File: src/hw/ccm_pkg.sv
// constants for the call-mode select block
`default_nettype none
package ccm_pkg;
   // stack bank select register
   localparam int          BANK_SEL_W     = 4;
   localparam int          MODE_BIT       = 3;
   localparam logic [3:0]  BANK_SEL_RESET = 4'h8;
   // stack bytes per call frame
   localparam logic [1:0]  FRAME_LEGACY   = 2'h2;
   localparam logic [1:0]  FRAME_EXTENDED = 2'h3;
   // machine cycles of the call instructions
   localparam logic [2:0]  ABS_CYC_LEGACY  = 3'h3;
   localparam logic [2:0]  ABS_CYC_EXT     = 3'h4;
   localparam logic [2:0]  FAST_CYC_LEGACY = 3'h2;
   localparam logic [2:0]  FAST_CYC_EXT    = 3'h3;
   // instruction classes presented to the decoder
   typedef enum logic [2:0] {
      CCM_OP_NONE,
      CCM_OP_ABS_CALL,
      CCM_OP_FAST_CALL,
      CCM_OP_FAR_CALL,
      CCM_OP_FAR_BRANCH,
      CCM_OP_RETURN
   } ccm_op_e;
endpackage
`default_nettype wire

File: src/hw/ccm_call_mode_select.sv
// call-mode selection and call timing for the cpu core
// ==================================================
`default_nettype none
module ccm_call_mode_select
   import ccm_pkg::*;
(
   // clock and reset
   input  wire logic                  clk,
   input  wire logic                  resetn,
   // register access from the core
   input  wire logic                  bank_sel_we,
   input  wire logic [BANK_SEL_W-1:0] bank_sel_wdata,
   // instruction issue
   input  wire logic                  instr_valid,
   input  wire logic [2:0]            instr_op,
   // register and mode state
   output logic [BANK_SEL_W-1:0]      stack_bank_select,
   output logic                       legacy_call_mode,
   output logic                       extended_call_mode,
   // stack frame control
   output logic [1:0]                 frame_bytes,
   output logic                       push_frame,
   output logic                       pop_frame,
   // execution result
   output logic                       instr_illegal,
   output logic                       call_busy,
   output logic                       call_done,
   output logic [2:0]                 call_cycles
);
   // ==================================================
   // register state
   logic [BANK_SEL_W-1:0] bank_sel_ff;
   logic [BANK_SEL_W-1:0] nxt_bank_sel;
   logic                  leg_ff, nxt_leg;
   logic                  ext_ff, nxt_ext;
   logic [1:0]            frm_ff, nxt_frm;
   logic                  push_ff, nxt_push;
   logic                  pop_ff, nxt_pop;
   logic                  ill_ff, nxt_ill;
   logic                  busy_ff, nxt_busy;
   logic                  done_ff, nxt_done;
   logic [2:0]            cyc_ff, nxt_cyc;
   logic                  mode_leg;
   logic                  start;
   logic [2:0]            length;
   logic                  cc_busy;
   logic                  cc_last;
   ccm_op_e               op;

   assign op       = ccm_op_e'(instr_op);
   assign mode_leg = bank_sel_ff[MODE_BIT];

   // ==================================================
   // decode; a new instruction is ignored while a call runs
   always_comb begin
      start  = 1'b0;
      length = 3'h0;
      nxt_ill = 1'b0;
      nxt_push = 1'b0;
      nxt_pop  = 1'b0;
      if (instr_valid && !cc_busy) begin
         case (op)
            CCM_OP_ABS_CALL: begin
               start  = 1'b1;
               length = mode_leg ? ABS_CYC_LEGACY : ABS_CYC_EXT;
               nxt_push = 1'b1;
            end
            CCM_OP_FAST_CALL: begin
               start  = 1'b1;
               length = mode_leg ? FAST_CYC_LEGACY : FAST_CYC_EXT;
               nxt_push = 1'b1;
            end
            CCM_OP_FAR_CALL: begin
               nxt_ill  = mode_leg;
               nxt_push = !mode_leg;
            end
            CCM_OP_FAR_BRANCH: begin
               nxt_ill = mode_leg;
            end
            CCM_OP_RETURN: begin
               nxt_pop = 1'b1;
            end
            default: begin
               nxt_ill = 1'b0;
            end
         endcase
      end
   end

   ccm_cycle_count u_cnt (
      .clk    (clk),
      .resetn (resetn),
      .start  (start),
      .length (length),
      .busy   (cc_busy),
      .last   (cc_last)
   );

   // ==================================================
   // next values of the registered outputs
   always_comb begin
      // whole nibble in one write, no per-bit path
      nxt_bank_sel = bank_sel_we ? bank_sel_wdata : bank_sel_ff;
      nxt_leg  = nxt_bank_sel[MODE_BIT];
      nxt_ext  = !nxt_bank_sel[MODE_BIT];
      nxt_frm  = nxt_bank_sel[MODE_BIT] ? FRAME_LEGACY
                                        : FRAME_EXTENDED;
      nxt_busy = start || (cc_busy && !cc_last);
      nxt_done = cc_last || (start && length == 3'h1);
      nxt_cyc  = start ? length : cyc_ff;
   end

   always_ff @(posedge clk or negedge resetn) begin
      if (!resetn) begin
         bank_sel_ff <= BANK_SEL_RESET;
         leg_ff  <= 1'b1;
         ext_ff  <= 1'b0;
         frm_ff  <= FRAME_LEGACY;
         push_ff <= 1'b0;
         pop_ff  <= 1'b0;
         ill_ff  <= 1'b0;
         busy_ff <= 1'b0;
         done_ff <= 1'b0;
         cyc_ff  <= 3'h0;
      end else begin
         bank_sel_ff <= nxt_bank_sel;
         leg_ff  <= nxt_leg;
         ext_ff  <= nxt_ext;
         frm_ff  <= nxt_frm;
         push_ff <= nxt_push;
         pop_ff  <= nxt_pop;
         ill_ff  <= nxt_ill;
         busy_ff <= nxt_busy;
         done_ff <= nxt_done;
         cyc_ff  <= nxt_cyc;
      end
   end

   assign stack_bank_select  = bank_sel_ff;
   assign legacy_call_mode   = leg_ff;
   assign extended_call_mode = ext_ff;
   assign frame_bytes        = frm_ff;
   assign push_frame         = push_ff;
   assign pop_frame          = pop_ff;
   assign instr_illegal      = ill_ff;
   assign call_busy          = busy_ff;
   assign call_done          = done_ff;
   assign call_cycles        = cyc_ff;

   // ==================================================
   // checks
   chk_mode_follows_bit: assert property (
      @(posedge clk) disable iff (!resetn)
      legacy_call_mode == stack_bank_select[MODE_BIT]
      && extended_call_mode == !legacy_call_mode)
      else $error("mode output differs from mode bit");

   chk_frame_size: assert property (
      @(posedge clk) disable iff (!resetn)
      frame_bytes == (legacy_call_mode ? 2'h2 : 2'h3))
      else $error("wrong frame size for mode");

   chk_far_refused: assert property (
      @(posedge clk) disable iff (!resetn)
      (instr_valid && !cc_busy && mode_leg
       && (op == CCM_OP_FAR_CALL || op == CCM_OP_FAR_BRANCH))
      |=> instr_illegal && !push_frame)
      else $error("far instruction accepted in legacy mode");

   chk_far_allowed: assert property (
      @(posedge clk) disable iff (!resetn)
      (instr_valid && !cc_busy && !mode_leg && op == CCM_OP_FAR_CALL)
      |=> !instr_illegal && push_frame)
      else $error("far call refused in extended mode");

   chk_abs_legacy: assert property (
      @(posedge clk) disable iff (!resetn)
      (instr_valid && !cc_busy && mode_leg && op == CCM_OP_ABS_CALL)
      |=> call_busy [*2] ##1 call_done)
      else $error("absolute call not three cycles");

   chk_abs_ext: assert property (
      @(posedge clk) disable iff (!resetn)
      (instr_valid && !cc_busy && !mode_leg && op == CCM_OP_ABS_CALL)
      |=> call_busy [*3] ##1 call_done)
      else $error("absolute call not four cycles");

   chk_fast_cycles: assert property (
      @(posedge clk) disable iff (!resetn)
      (instr_valid && !cc_busy && op == CCM_OP_FAST_CALL)
      |=> call_cycles == ($past(mode_leg) ? FAST_CYC_LEGACY : FAST_CYC_EXT))
      else $error("fast call length wrong");

   chk_nibble_write: assert property (
      @(posedge clk) disable iff (!resetn)
      bank_sel_we |=> stack_bank_select == $past(bank_sel_wdata))
      else $error("register write lost");

   chk_reset_legacy: assert property (
      @(posedge clk) $rose(resetn) |-> legacy_call_mode)
      else $error("reset did not select legacy mode");

   chk_return_pops: assert property (
      @(posedge clk) disable iff (!resetn)
      (instr_valid && !cc_busy && op == CCM_OP_RETURN) |=> pop_frame)
      else $error("return did not pop");

   cov_abs_ext: cover property (@(posedge clk) disable iff (!resetn)
      call_done && call_cycles == 3'h4);
   cov_far_ok: cover property (@(posedge clk) disable iff (!resetn)
      push_frame && extended_call_mode);
   cov_far_bad: cover property (@(posedge clk) disable iff (!resetn)
      instr_illegal);
endmodule
`default_nettype wire

File: src/hw/ccm_cycle_count.sv
// machine-cycle counter for one call instruction
`default_nettype none
module ccm_cycle_count
   import ccm_pkg::*;
(
   // clock and reset
   input  wire logic       clk,
   input  wire logic       resetn,
   // control
   input  wire logic       start,
   input  wire logic [2:0] length,
   // status
   output logic            busy,
   output logic            last
);
   logic [2:0] cnt_ff;
   logic [2:0] nxt_cnt;

   // ==================================================
   // count down from one less than the instruction length
   always_comb begin
      nxt_cnt = cnt_ff;
      if (start) begin
         nxt_cnt = length - 3'h1;
      end else if (cnt_ff != 3'h0) begin
         nxt_cnt = cnt_ff - 3'h1;
      end
   end

   always_ff @(posedge clk or negedge resetn) begin
      if (!resetn) begin
         cnt_ff <= 3'h0;
      end else begin
         cnt_ff <= nxt_cnt;
      end
   end

   assign busy = (cnt_ff != 3'h0);
   assign last = (cnt_ff == 3'h1);
endmodule
`default_nettype wire

File: config.mk
export PLATFORM = sky130hd
export DESIGN_NAME = ccm_call_mode_select
export DESIGN_NICKNAME = d
export VERILOG_FILES = /design/src/hw/ccm_pkg.sv /design/src/hw/ccm_call_mode_select.sv /design/src/hw/ccm_cycle_count.sv
export SDC_FILE = /design/constraint.sdc
export NUM_CORES = 1
export LEC_CHECK = 0
export BUFFER_PORTS_ARGS = -buffer_cell sky130_fd_sc_hd__buf_2
export CAP_MARGIN = 20
export CORE_MARGIN = 3
export CORE_UTILIZATION = 45
export DETAILED_ROUTE_END_ITERATION = 10
export PLACE_DENSITY = 0.82
export SLEW_MARGIN = 20
export SYNTH_ARGS = -nofsm -noshare
export SYNTH_HDL_FRONTEND = slang
export SYNTH_SLANG_ARGS = --single-unit
File: constraint.sdc
create_clock -name clk -period 2.3 [get_ports clk]
set_input_delay 0.345 -clock clk [delete_from_list [all_inputs] [get_ports clk]]
set_output_delay 0.345 -clock clk [all_outputs]
set_load 0.05 [all_outputs]
# Yosys cells after proc, flatten, opt, wreduce, memory -nomap -nowiden
# Index checks and enable logic that the tools add are counted.
dict set report word_totals {
  reg_bits 18
  word_cells 49
  in_bits 11
  out_inout_bits 16
}
dict set report op_classes {
  addsub 2
  n_reduce_logical 13
  n_mux 16
  n_eq_ne 7
}
# operator count
set ops {}
lappend ops {{3-bit 2-to-1 mux} 4}
lappend ops {{3-bit by 1-bit equality test with 1-bit output, second input constant} 3}
lappend ops {{1-bit 2-to-1 mux} 9}
lappend ops {{3-bit by 2-bit equality test with 1-bit output, second input constant} 2}
lappend ops {{3-bit equality test, second input constant} 2}
lappend ops {{3-bit one-hot mux with 2 select lines} 1}
lappend ops {{3-bit by 1-bit subtractor with 3-bit output, second input constant} 2}
lappend ops {{1-bit logical NOT} 4}
lappend ops {{4-bit 2-to-1 mux} 1}
lappend ops {{2-bit OR reduction} 2}
lappend ops {{1-bit logical AND} 3}
lappend ops {{3-bit nonzero test} 1}
lappend ops {{1-bit logical OR} 2}
lappend ops {{1-bit one-hot mux with 2 select lines} 1}
lappend ops {{2-bit nonzero test} 1}

# Logic depth before layout (Yosys ltp)
# Gate-level depths: netlist of run 1.
dict set report depth {
  ltp_word 7
  depth_mapped 9
  ltp_nobuf 8
}

# Cells and area by module
# From an unflattened synthesis of run 1, not the netlist that was laid out.
dict set report unflattened {
  cells_unflattened 74
  hier_area_um2 814.5
}
# module cells_each instances seq_area_each_um2 area_each_um2
set by_module_without_submodules {}
lappend by_module_without_submodules {ccm_call_mode_select 51 1 326.6 580.6}
lappend by_module_without_submodules {ccm_cycle_count 23 1 75.1 234.0}

# Worst setup path before layout of run 1
# No wires, ideal clock.
dict set report synth_timing {
  path_kind {reg2reg}
  from {register bank_sel_ff[3] (netlist: stack_bank_select[3])}
  to {register u_cnt.cnt_ff[2]}
  t_required_ns 2.167
  setup_ns 0.133
  synth_period_minus_slack_ns 1.753
  path_slack_ns 0.547
  stages_incl_launch_ff 8
  arrival_ns 1.620
  path_buffers 1
  path_cell_list {dfstp_2 > buf_2 > and2_1 > o21ai_1 > ha_1 > xnor2_1 > nand3_1 > o211ai_1}
}
dict set report synth_via {
  elab_chain_len 5
  elab_cells_between_ends 6
  cone_classes {1 x add/sub; 5 x mux}
}
# element line
set synth_rtl {}
lappend synth_rtl {{start: declaration} ccm_call_mode_select.sv:32} ;# logic [BANK_SEL_W-1:0] bank_sel_ff;
lappend synth_rtl {{start signal: assignment} ccm_call_mode_select.sv:126} ;# bank_sel_ff <= nxt_bank_sel;
lappend synth_rtl {{1-bit 2-to-1 mux or 3-bit 2-to-1 mux (tied branches)} {ccm_call_mode_select.sv:70, ccm_call_mode_select.sv:65}}
lappend synth_rtl {{3-bit one-hot mux with 2 select lines (*)} ccm_call_mode_select.sv:62} ;# case (op)
lappend synth_rtl {{3-bit 2-to-1 mux (*)} ccm_call_mode_select.sv:61} ;# if (instr_valid && !cc_busy) begin
lappend synth_rtl {{3-bit by 1-bit subtractor with 3-bit output (*)} ccm_cycle_count.sv:24} ;# nxt_cnt = length - 3'h1;
lappend synth_rtl {{3-bit 2-to-1 mux (*)} ccm_cycle_count.sv:23} ;# if (start) begin
lappend synth_rtl {{end signal: assignment} ccm_cycle_count.sv:34} ;# cnt_ff <= nxt_cnt;
lappend synth_rtl {{end: declaration} ccm_cycle_count.sv:16} ;# logic [2:0] cnt_ff;
# Mark *: on every way between the ends. The rest lies on a longest branch, timed or not.
# A chain may end at the register's enable or synchronous reset.

# Final worst setup path of run 1
dict set report layout_timing {
  from {register u_cnt.cnt_ff[0]}
  to {register u_cnt.cnt_ff[2]}
}
dict set report layout_via {
  elab_chain_len 6
  elab_cells_between_ends 10
  cone_classes {2 x add/sub; 4 x mux; 4 x reduce/logical}
}
# element line
set layout_rtl {}
lappend layout_rtl {{3-bit nonzero test} {ccm_cycle_count.sv:25, ccm_cycle_count.sv:38}}
lappend layout_rtl {{1-bit logical NOT} ccm_call_mode_select.sv:61}
lappend layout_rtl {{1-bit logical AND} ccm_call_mode_select.sv:61}
lappend layout_rtl {{3-bit 2-to-1 mux} ccm_call_mode_select.sv:61}
lappend layout_rtl {{3-bit by 1-bit subtractor with 3-bit output} ccm_cycle_count.sv:24}
lappend layout_rtl {{3-bit 2-to-1 mux} ccm_cycle_count.sv:23}
# Parallel ways exist; a longest one is shown, timed or not. The select of a mux whose other input is x is not followed.

==> summary.md, run 1 <==
| Metric | Value |
|---|---|
| Critical path required time | `2460 ps` |
| Drt first-iter violations | `15` |
| Peak supply drop | `0.000451 V` |
| CP Buf/Inv Count | `1` |
| Clk buf depth | `2` |
| Final Hold Fails | `0` |
| Synthesized area | `851 um2` |
| Largest stage delay on the critical path | `410 ps` |
| CP max stage cell | `dfrtp_1` |
| Top FF cell, synth | `dfrtp_1` |
| Largest area contributor in the netlist | `dfrtp_1` |
| Flip-flop and latch area | `402 um2` |
| Initial Utilization | `~48%` |
| Die ar. | `2450 um2` |
| Delay-heaviest family, CP | `simple AND/OR/NAND/NOR gates` |
| TNS Setup | `0 ps` |
| Worst Hold Class | `in -> reg` |
| Synth area leaders | `dfrtp_1 (44%), ha_1 (5.9%), mux2_2 (5.3%), dfstp_2 (3.1%), nor2b_1 (2.9%)` |
| Synthesized Nets | `93` |
| P_sw | `443 uW` |
| Tmin final | `1880 ps` |
| Design Area, Final | `993 um2` |
| Final wirelength | `1460 um` |
| Power, Total | `1.04 mW` |
| Final setup violation count | `0` |
| Most repeated library cell on the critical path | `ha_1` |
| Root Buffer | `clkbuf_4` |
| Layout cell share with drive strength beyond 1 | `36.0%` |
| Worst R2R Path Depth | `8` |
| RSZ-0062 raised after global routing | `no` |
| Largest net degree at the start of global routing | `17` |
| CP arrival | `2030 ps` |
| First-pass GRT wire length | `~2500 um` |
| GP Congestion | `around 0.76` |
| Core area | `1760 um2` |
| I/O pin cnt | `27` |
| Cells after Synth | `a little under 80` |
| Leak | `about 0.48 nW` |
| Quantity of I/O buffers inserted on ports | `25` |
| Clock skew | `between 4 and 5 ps` |
| TritonCTS buffer count | `3` |
| Pre-Repair DR Iteration Count | `4` |
| Clk sink count | `16` |
| Most common cell in the netlist | `dfrtp_1` |
| Clock group share of total power | `between 15 and 20%` |
| Chip height | `49.5 um` |
| Detailed Place HPWL | `1150 um` |
| Area grow syn2layout | `16.8%` |
| Max-cap violation count | `0` |
| Post-synth cell types | `32` |
| Final nets | `116` |
| Sequential share of power | `38.7%` |
| Hold depth | `2` |
| Critical path cell sequence | `inv_1 > ha_1 > and4bb_1 > o21ai_1 > ha_1 > xnor2_1 > nand3_1 > o211ai_1` |
| Async SR Flop Fraction | `100%` |
| DP Area | `approximately 950 um2` |
| GRT Util Overall | `13.4%` |
| Outcome | `complete, no violations` |
| H-Tree Depth | `1` |
| Fmax | `533 MHz` |
| FF+latch count, synth | `16` |
| DR DRC count | `0` |
| Comb pwr share | `~45%` |
| Area of the multi-input gates | `around 370 um2` |
| Buffer count from post-CTS setup fixing | `0` |
| Synthesis warning total | `0` |
| Die Wd | `approximately 49 um` |
| Antenna viol nets, final | `0` |
| Hold Path Sink | `frame_bytes[0]` |
| Initial antenna violation count | `0` |
| DR WL/cell | `11.7 um` |
| Critical R2R Launch | `u_cnt.cnt_ff[0]` |
| Hold Startpoint | `bank_sel_wdata[3]` |
| Post-synth EDFFs | `0` |
| Period utilization | `between 80 and 90%` |
| R2R setup slack | `approximately 420 ps` |
| Worst-path maximum fanout | `9` |
| Share of the synthesized area in the top cell type | `44.1%` |
| FF-to-FF End | `u_cnt.cnt_ff[2]` |
| Switch share | `42.4%` |
| Slew Viols, Final | `0` |
| GRT Residual Overflow | `0` |
| Vias | `636` |
| Site row count | `15` |
| Clk pin slew, worst setup/hold paths | `roughly 90 ps` |
| Mean Syn Cell Area | `10.9 um2` |
| Worst-skew pair later-pin latency | `approximately 270 ps` |
| Filler cells | `166` |
| Vias per cell | `slightly above 5` |
| Critical path class | `reg -> reg` |
| PostCTS Resize Cnt | `0` |
| TritonCTS clock tree | `yes` |
| Endpoint type of the worst setup path | `register` |
| # hold bufs at CTS | `1` |
| Internal Power | `602 uW` |
| Vias in the first global route | `580` |
| Power Density | `around 1100 nW/um2` |
| Ant diodes | `0` |
| Seq/Total Area, Yosys | `47.2%` |
| Worst setup SP type | `register` |
-- per-layer routing --
metal,vias up,global-route usage [%],share of wire [%]
li1,310,-,-
met1,301,17.2,44
met2,23,21.0,49
met3,2,2.11,5.3
met4,0,8.29,1.4
met5,-,0,0
-- worst max-delay path by stage --
stage,startpoint,endpoint,slack [ps],cells past startpoint
2_1_floorplan,stack_bank_select[3],u_cnt.cnt_ff[2],550,7
3_3_place_gp,u_cnt.cnt_ff[0],u_cnt.cnt_ff[2],520,8
3_5_place_dp,u_cnt.cnt_ff[0],u_cnt.cnt_ff[2],430,8
4_1_cts,u_cnt.cnt_ff[0],u_cnt.cnt_ff[2],420,8
5_1_grt,u_cnt.cnt_ff[0],u_cnt.cnt_ff[2],210,8
6_report,u_cnt.cnt_ff[0],u_cnt.cnt_ff[2],420,8
-- layout make-up --
cell class | count | share of cell area, %
flip-flops and latches | 16 | 40.4
inverters | 4 | 1.51
repair buffers | 26 | 13.6
well taps | 25 | 3.15
multi-input cells | 50 | 37.7
clock buffers | 4 | 3.65
-- worst register-to-register path, stage by stage, from the launching register on --
cell,delay (ps)
dfrtp_1,410
inv_1,90
ha_1,180
and4bb_1,390
o21ai_1,150
ha_1,250
xnor2_1,130
nand3_1,80
o211ai_1,80
-- state kept, by name, indices dropped and copies added (netlist names) --
name,flops
frame_bytes,1
pop_frame,1
call_done,1
call_cycles,3
stack_bank_select,4
instr_illegal,1
u_cnt.cnt_ff,3
push_frame,1
call_busy,1
-- layout by cell type, fill, tap and decap left out, types with 2 or more instances in the layout --
cell type / instances
nor2_1: 2
xnor2_1: 2
and2_1: 2
dfrtp_1: 15
nand3_1: 4
inv_1: 4
ha_1: 4
mux2i_1: 2
buf_2: 25
o21ai_0: 3
mux2_2: 4
clkbuf_4: 3
and4_1: 2
nand2_1: 3
nand3b_1: 2
nor2b_1: 4
o21ai_1: 3
-- power groups by stage --
stage,sequential [mW],combinational (mW),clock (mW)
after global routing,0.414,0.510,0.197
after detailed placement,0.408,0.467,0
after CTS,0.403,0.469,0.182
after floorplan,0.555,0.231,0
after global placement,0.407,0.455,0
final,0.404,0.465,0.175
-- per-stage QoR --
step / setup slack, ps / hold WS [ps] / utilization, % / cells
6_report: 425 / 260 / 56.3 / 125
5_1_grt: 208 / 250 / 56.3 / 125
4_1_cts: 423 / 252 / 56.3 / 125
3_5_place_dp: 435 / 267 / 53.7 / 120
3_3_place_gp: 521 / 265 / 53.7 / 120
2_1_floorplan: 547 / 49.4 / - / 78
-- cell families after synthesis --
| group | share of synthesized area (%) |
|---|---|
| and+or+nand+nor | 16.5 |
| other | 0.441 |
| AOI/OAI and AO/OA | 11.5 |
| muxes | 7.65 |
| xor gates and xnor gates | 2.06 |
| buffers and inverters | 8.82 |
| DFF | 47.2 |
| adders and majority gates | 5.88 |
(Power assumes the default switching activity.)
==> run 2: changes to the inputs <==
- ABC_AREA: default -> 1
- PLACE_DENSITY: 0.82 -> 0.83
- clock period: 2.3 -> 1.95 ns (I/O delays scaled with it)
==> run 2 against run 1 <==
Synthesized cell count grew 14%; non-clock buffer count is the same; sequential cell count is the same; synthesized area shrank 5.0%; fmax grew 6.3%; global-route usage shrank 0.91 points; clock power grew 21%; register-to-register slack lost 240 ps; combinational power grew 37%; count of clock-buffer cells in the layout is the same; die area shrank 4.4%; highest routed layer is now met3.
==> summary.md, run 2 <==
| Metric | Value |
|---|---|
| Max-cap violation count | `0` |
| Final setup violation count | `0` |
| Seq/Total Area, Yosys | `roughly half` |
| Worst-skew pair later-pin latency | `270 ps` |
| Largest area contributor in the netlist | `dfrtp_1` |
| Peak supply drop | `between 0.0008 and 0.0009 V` |
| Leak | `0.593 nW` |
| Post-synth cell types | `22` |
| Mean Syn Cell Area | `9.08 um2` |
| Worst Hold Class | `in -> reg` |
| Quantity of I/O buffers inserted on ports | `25` |
| Synthesized area | `808 um2` |
| Synth area leaders | `dfrtp_1 (46%), nand2_1 (9.8%), inv_1 (6.5%), ha_1 (6.2%), mux2_2 (4.2%)` |
| Largest stage delay on the critical path | `410 ps` |
| GRT Util Overall | `12.4%` |
| Vias per cell | `approximately 4.5` |
| Max reg flops | `4` |
| Fmax | `approximately 570 MHz` |
| Buffer count from post-CTS setup fixing | `0` |
| TritonCTS buffer count | `3` |
| Layout cell share with drive strength beyond 1 | `a little under two fifths` |
| Antenna viol nets, final | `0` |
| Drt first-iter violations | `11` |
| H-Tree Depth | `1` |
| Ant diodes | `0` |
| Vias in the first global route | `552` |
| Clock skew | `3.63 ps` |
| Final nets | `132` |
| Most common cell after layout, fill and taps aside | `buf_2` |
| Filler cells | `between 100 and 150` |
| PostCTS Resize Cnt | `0` |
| Endpoint type of the worst setup path | `register` |
| CP arrival | `slightly below 2000 ps` |
| Pre-Repair DR Iteration Count | `3` |
| RSZ-0062 raised after global routing | `no` |
| Clk buf depth | `2` |
| Initial antenna violation count | `0` |
| Synthesized Nets | `approximately 100` |
| DR DRC count | `0` |
| Largest net degree at the start of global routing | `17` |
| First-pass GRT wire length | `2330 um` |
| Post-synth EDFFs | `0` |
| Async SR Flop Fraction | `100%` |
| Critical path cell sequence | `inv_1 > ha_1 > nand3_2 > inv_2 > nand2_4 > inv_4 > nand2_1 > ha_1 > o21bai_1 > inv_1 > nand2_1` |
| Core area | `1590 um2` |
| Power, Total | `approximately 1.3 mW` |
| Final Hold Fails | `0` |
| Cells after Synth | `roughly 90` |
| Worst setup SP type | `register` |
| Critical path class | `reg -> reg` |
| Initial Utilization | `around 51%` |
| Site row count | `14` |
| Critical path required time | `2170 ps` |
| Final wirelength | `between 1000 and 1500 um` |
| Period utilization | `90.5%` |
| FF+latch count, synth | `16` |
| Outcome | `complete, no violations` |
| Slew Viols, Final | `0` |
| Most common cell in the netlist | `nand2_1` |
| Synthesis warning total | `0` |
| Root Buffer | `clkbuf_4` |
| Chip height | `48.4 um` |
| CP max stage cell | `dfrtp_1` |
| GP Congestion | `0.809` |
| Clk pin slew, worst setup/hold paths | `around 90 ps` |
| Share of the synthesized area in the top cell type | `46.4%` |
| Worst-path maximum fanout | `9` |
| Area grow syn2layout | `22.1%` |
| CP Buf/Inv Count | `4` |
| Top FF cell, synth | `dfrtp_1` |
| # hold bufs at CTS | `1` |
| Die ar. | `roughly 2300 um2` |
| Detailed Place HPWL | `1120 um` |
| Die Wd | `48.4 um` |
| TNS Setup | `0 ps` |
| Delay-heaviest family, CP | `adder cells` |
| Most frequent cells after synthesis | `nand2_1 (21), dfrtp_1 (15), inv_1 (14)` |
| Vias | `approximately 620` |
| Clk sink count | `16` |
| GRT Residual Overflow | `0` |
| I/O pin cnt | `27` |
| Tmin final | `1760 ps` |
| DR WL/cell | `9.87 um` |
| Power Density | `1340 nW/um2` |
| TritonCTS clock tree | `yes` |
| Most frequent cells in the layout | `buf_2 (25), nand2_1 (21), dfrtp_1 (15)` |
-- run 2: cell types whose count changed in the layout (fill, tap and decap cells not counted), moves of 3 or more --
cell	delta
o21ai_1	-3
nand3_2	+3
nand2_1	+18
nor2b_1	-4
inv_1	+10
-- run 2: cells by family (layout without fill, tap and decap cells) --
group	Yosys count	in the layout	synth area share (%)
AO/OA/AOI/OAI	7	7	4.64
adder cells (fa/ha/maj)	4	4	6.19
buffers and inverters	20	47	11.0
flip-flops	16	16	49.7
multiplexers	3	3	4.18
other	1	1	0.464
AND/OR/NAND/NOR	38	38	23.8
-- run 2: final cells by class --
type / count / area, um2 / area share, %
clock buffers: 4 / 36.3 / 3.68
inverters: 17 / 66.3 / 6.72
flip-flops and latches: 16 / 402 / 40.7
well taps: 24 / 30.0 / 3.04
multi-input cells: 53 / 318 / 32.2
repair buffers: 26 / 135 / 13.7
-- run 2: metrics by stage --
step           instance area (um2)  worst slack [ps]  utilization [%]  std cells  hold WS (ps)
4_1_cts                        987               182             61.9        140           217
3_3_place_gp                   941               253             59.0        135           210
3_5_place_dp                   941               198             59.0        135           216
5_1_grt                        987              46.1             61.9        140           207
6_report                       987               186             61.9        140           234
2_1_floorplan                  808               359                -         89         -3.09
-- run 2: worst paths after layout --
kind                                       from                    to  slack [ps]  depth (start not counted)
worst max-delay path            u_cnt.cnt_ff[0]       u_cnt.cnt_ff[1]         190                         11
worst min-delay path                instr_op[1]             pop_frame         230                          2
worst max register to register  u_cnt.cnt_ff[0]       u_cnt.cnt_ff[1]         190                         11
worst min register to register   call_cycles[0]        call_cycles[0]         480                          2
max in group asynchronous                resetn  stack_bank_select[3]        1220                          2
min in group asynchronous                resetn         instr_illegal         440                          2
-- run 2: per-layer routing --
metal / part of all wire, % / track usage (%)
met1: 45 / 15.5
met5: 0 / 0
met2: 46 / 20.9
met4: 0 / 2.84
met3: 9.1 / 4.29
-- run 2: worst reg2reg max path: stages (launching register included) --
cell and delay (ps):
dfrtp_1 410, inv_1 90, ha_1 200, nand3_2 150, inv_2 110, nand2_4 90, inv_4 80, nand2_1 60
ha_1 280, o21bai_1 150, inv_1 50, nand2_1 50
-- run 2: power by group --
part	internal (mW)	switching, mW	leakage [nW]	total [mW]
Sequential	0.428	0.0501	0.197	0.478
Combinational	0.182	0.454	0.375	0.637
Clock	0.113	0.0983	0.0210	0.212
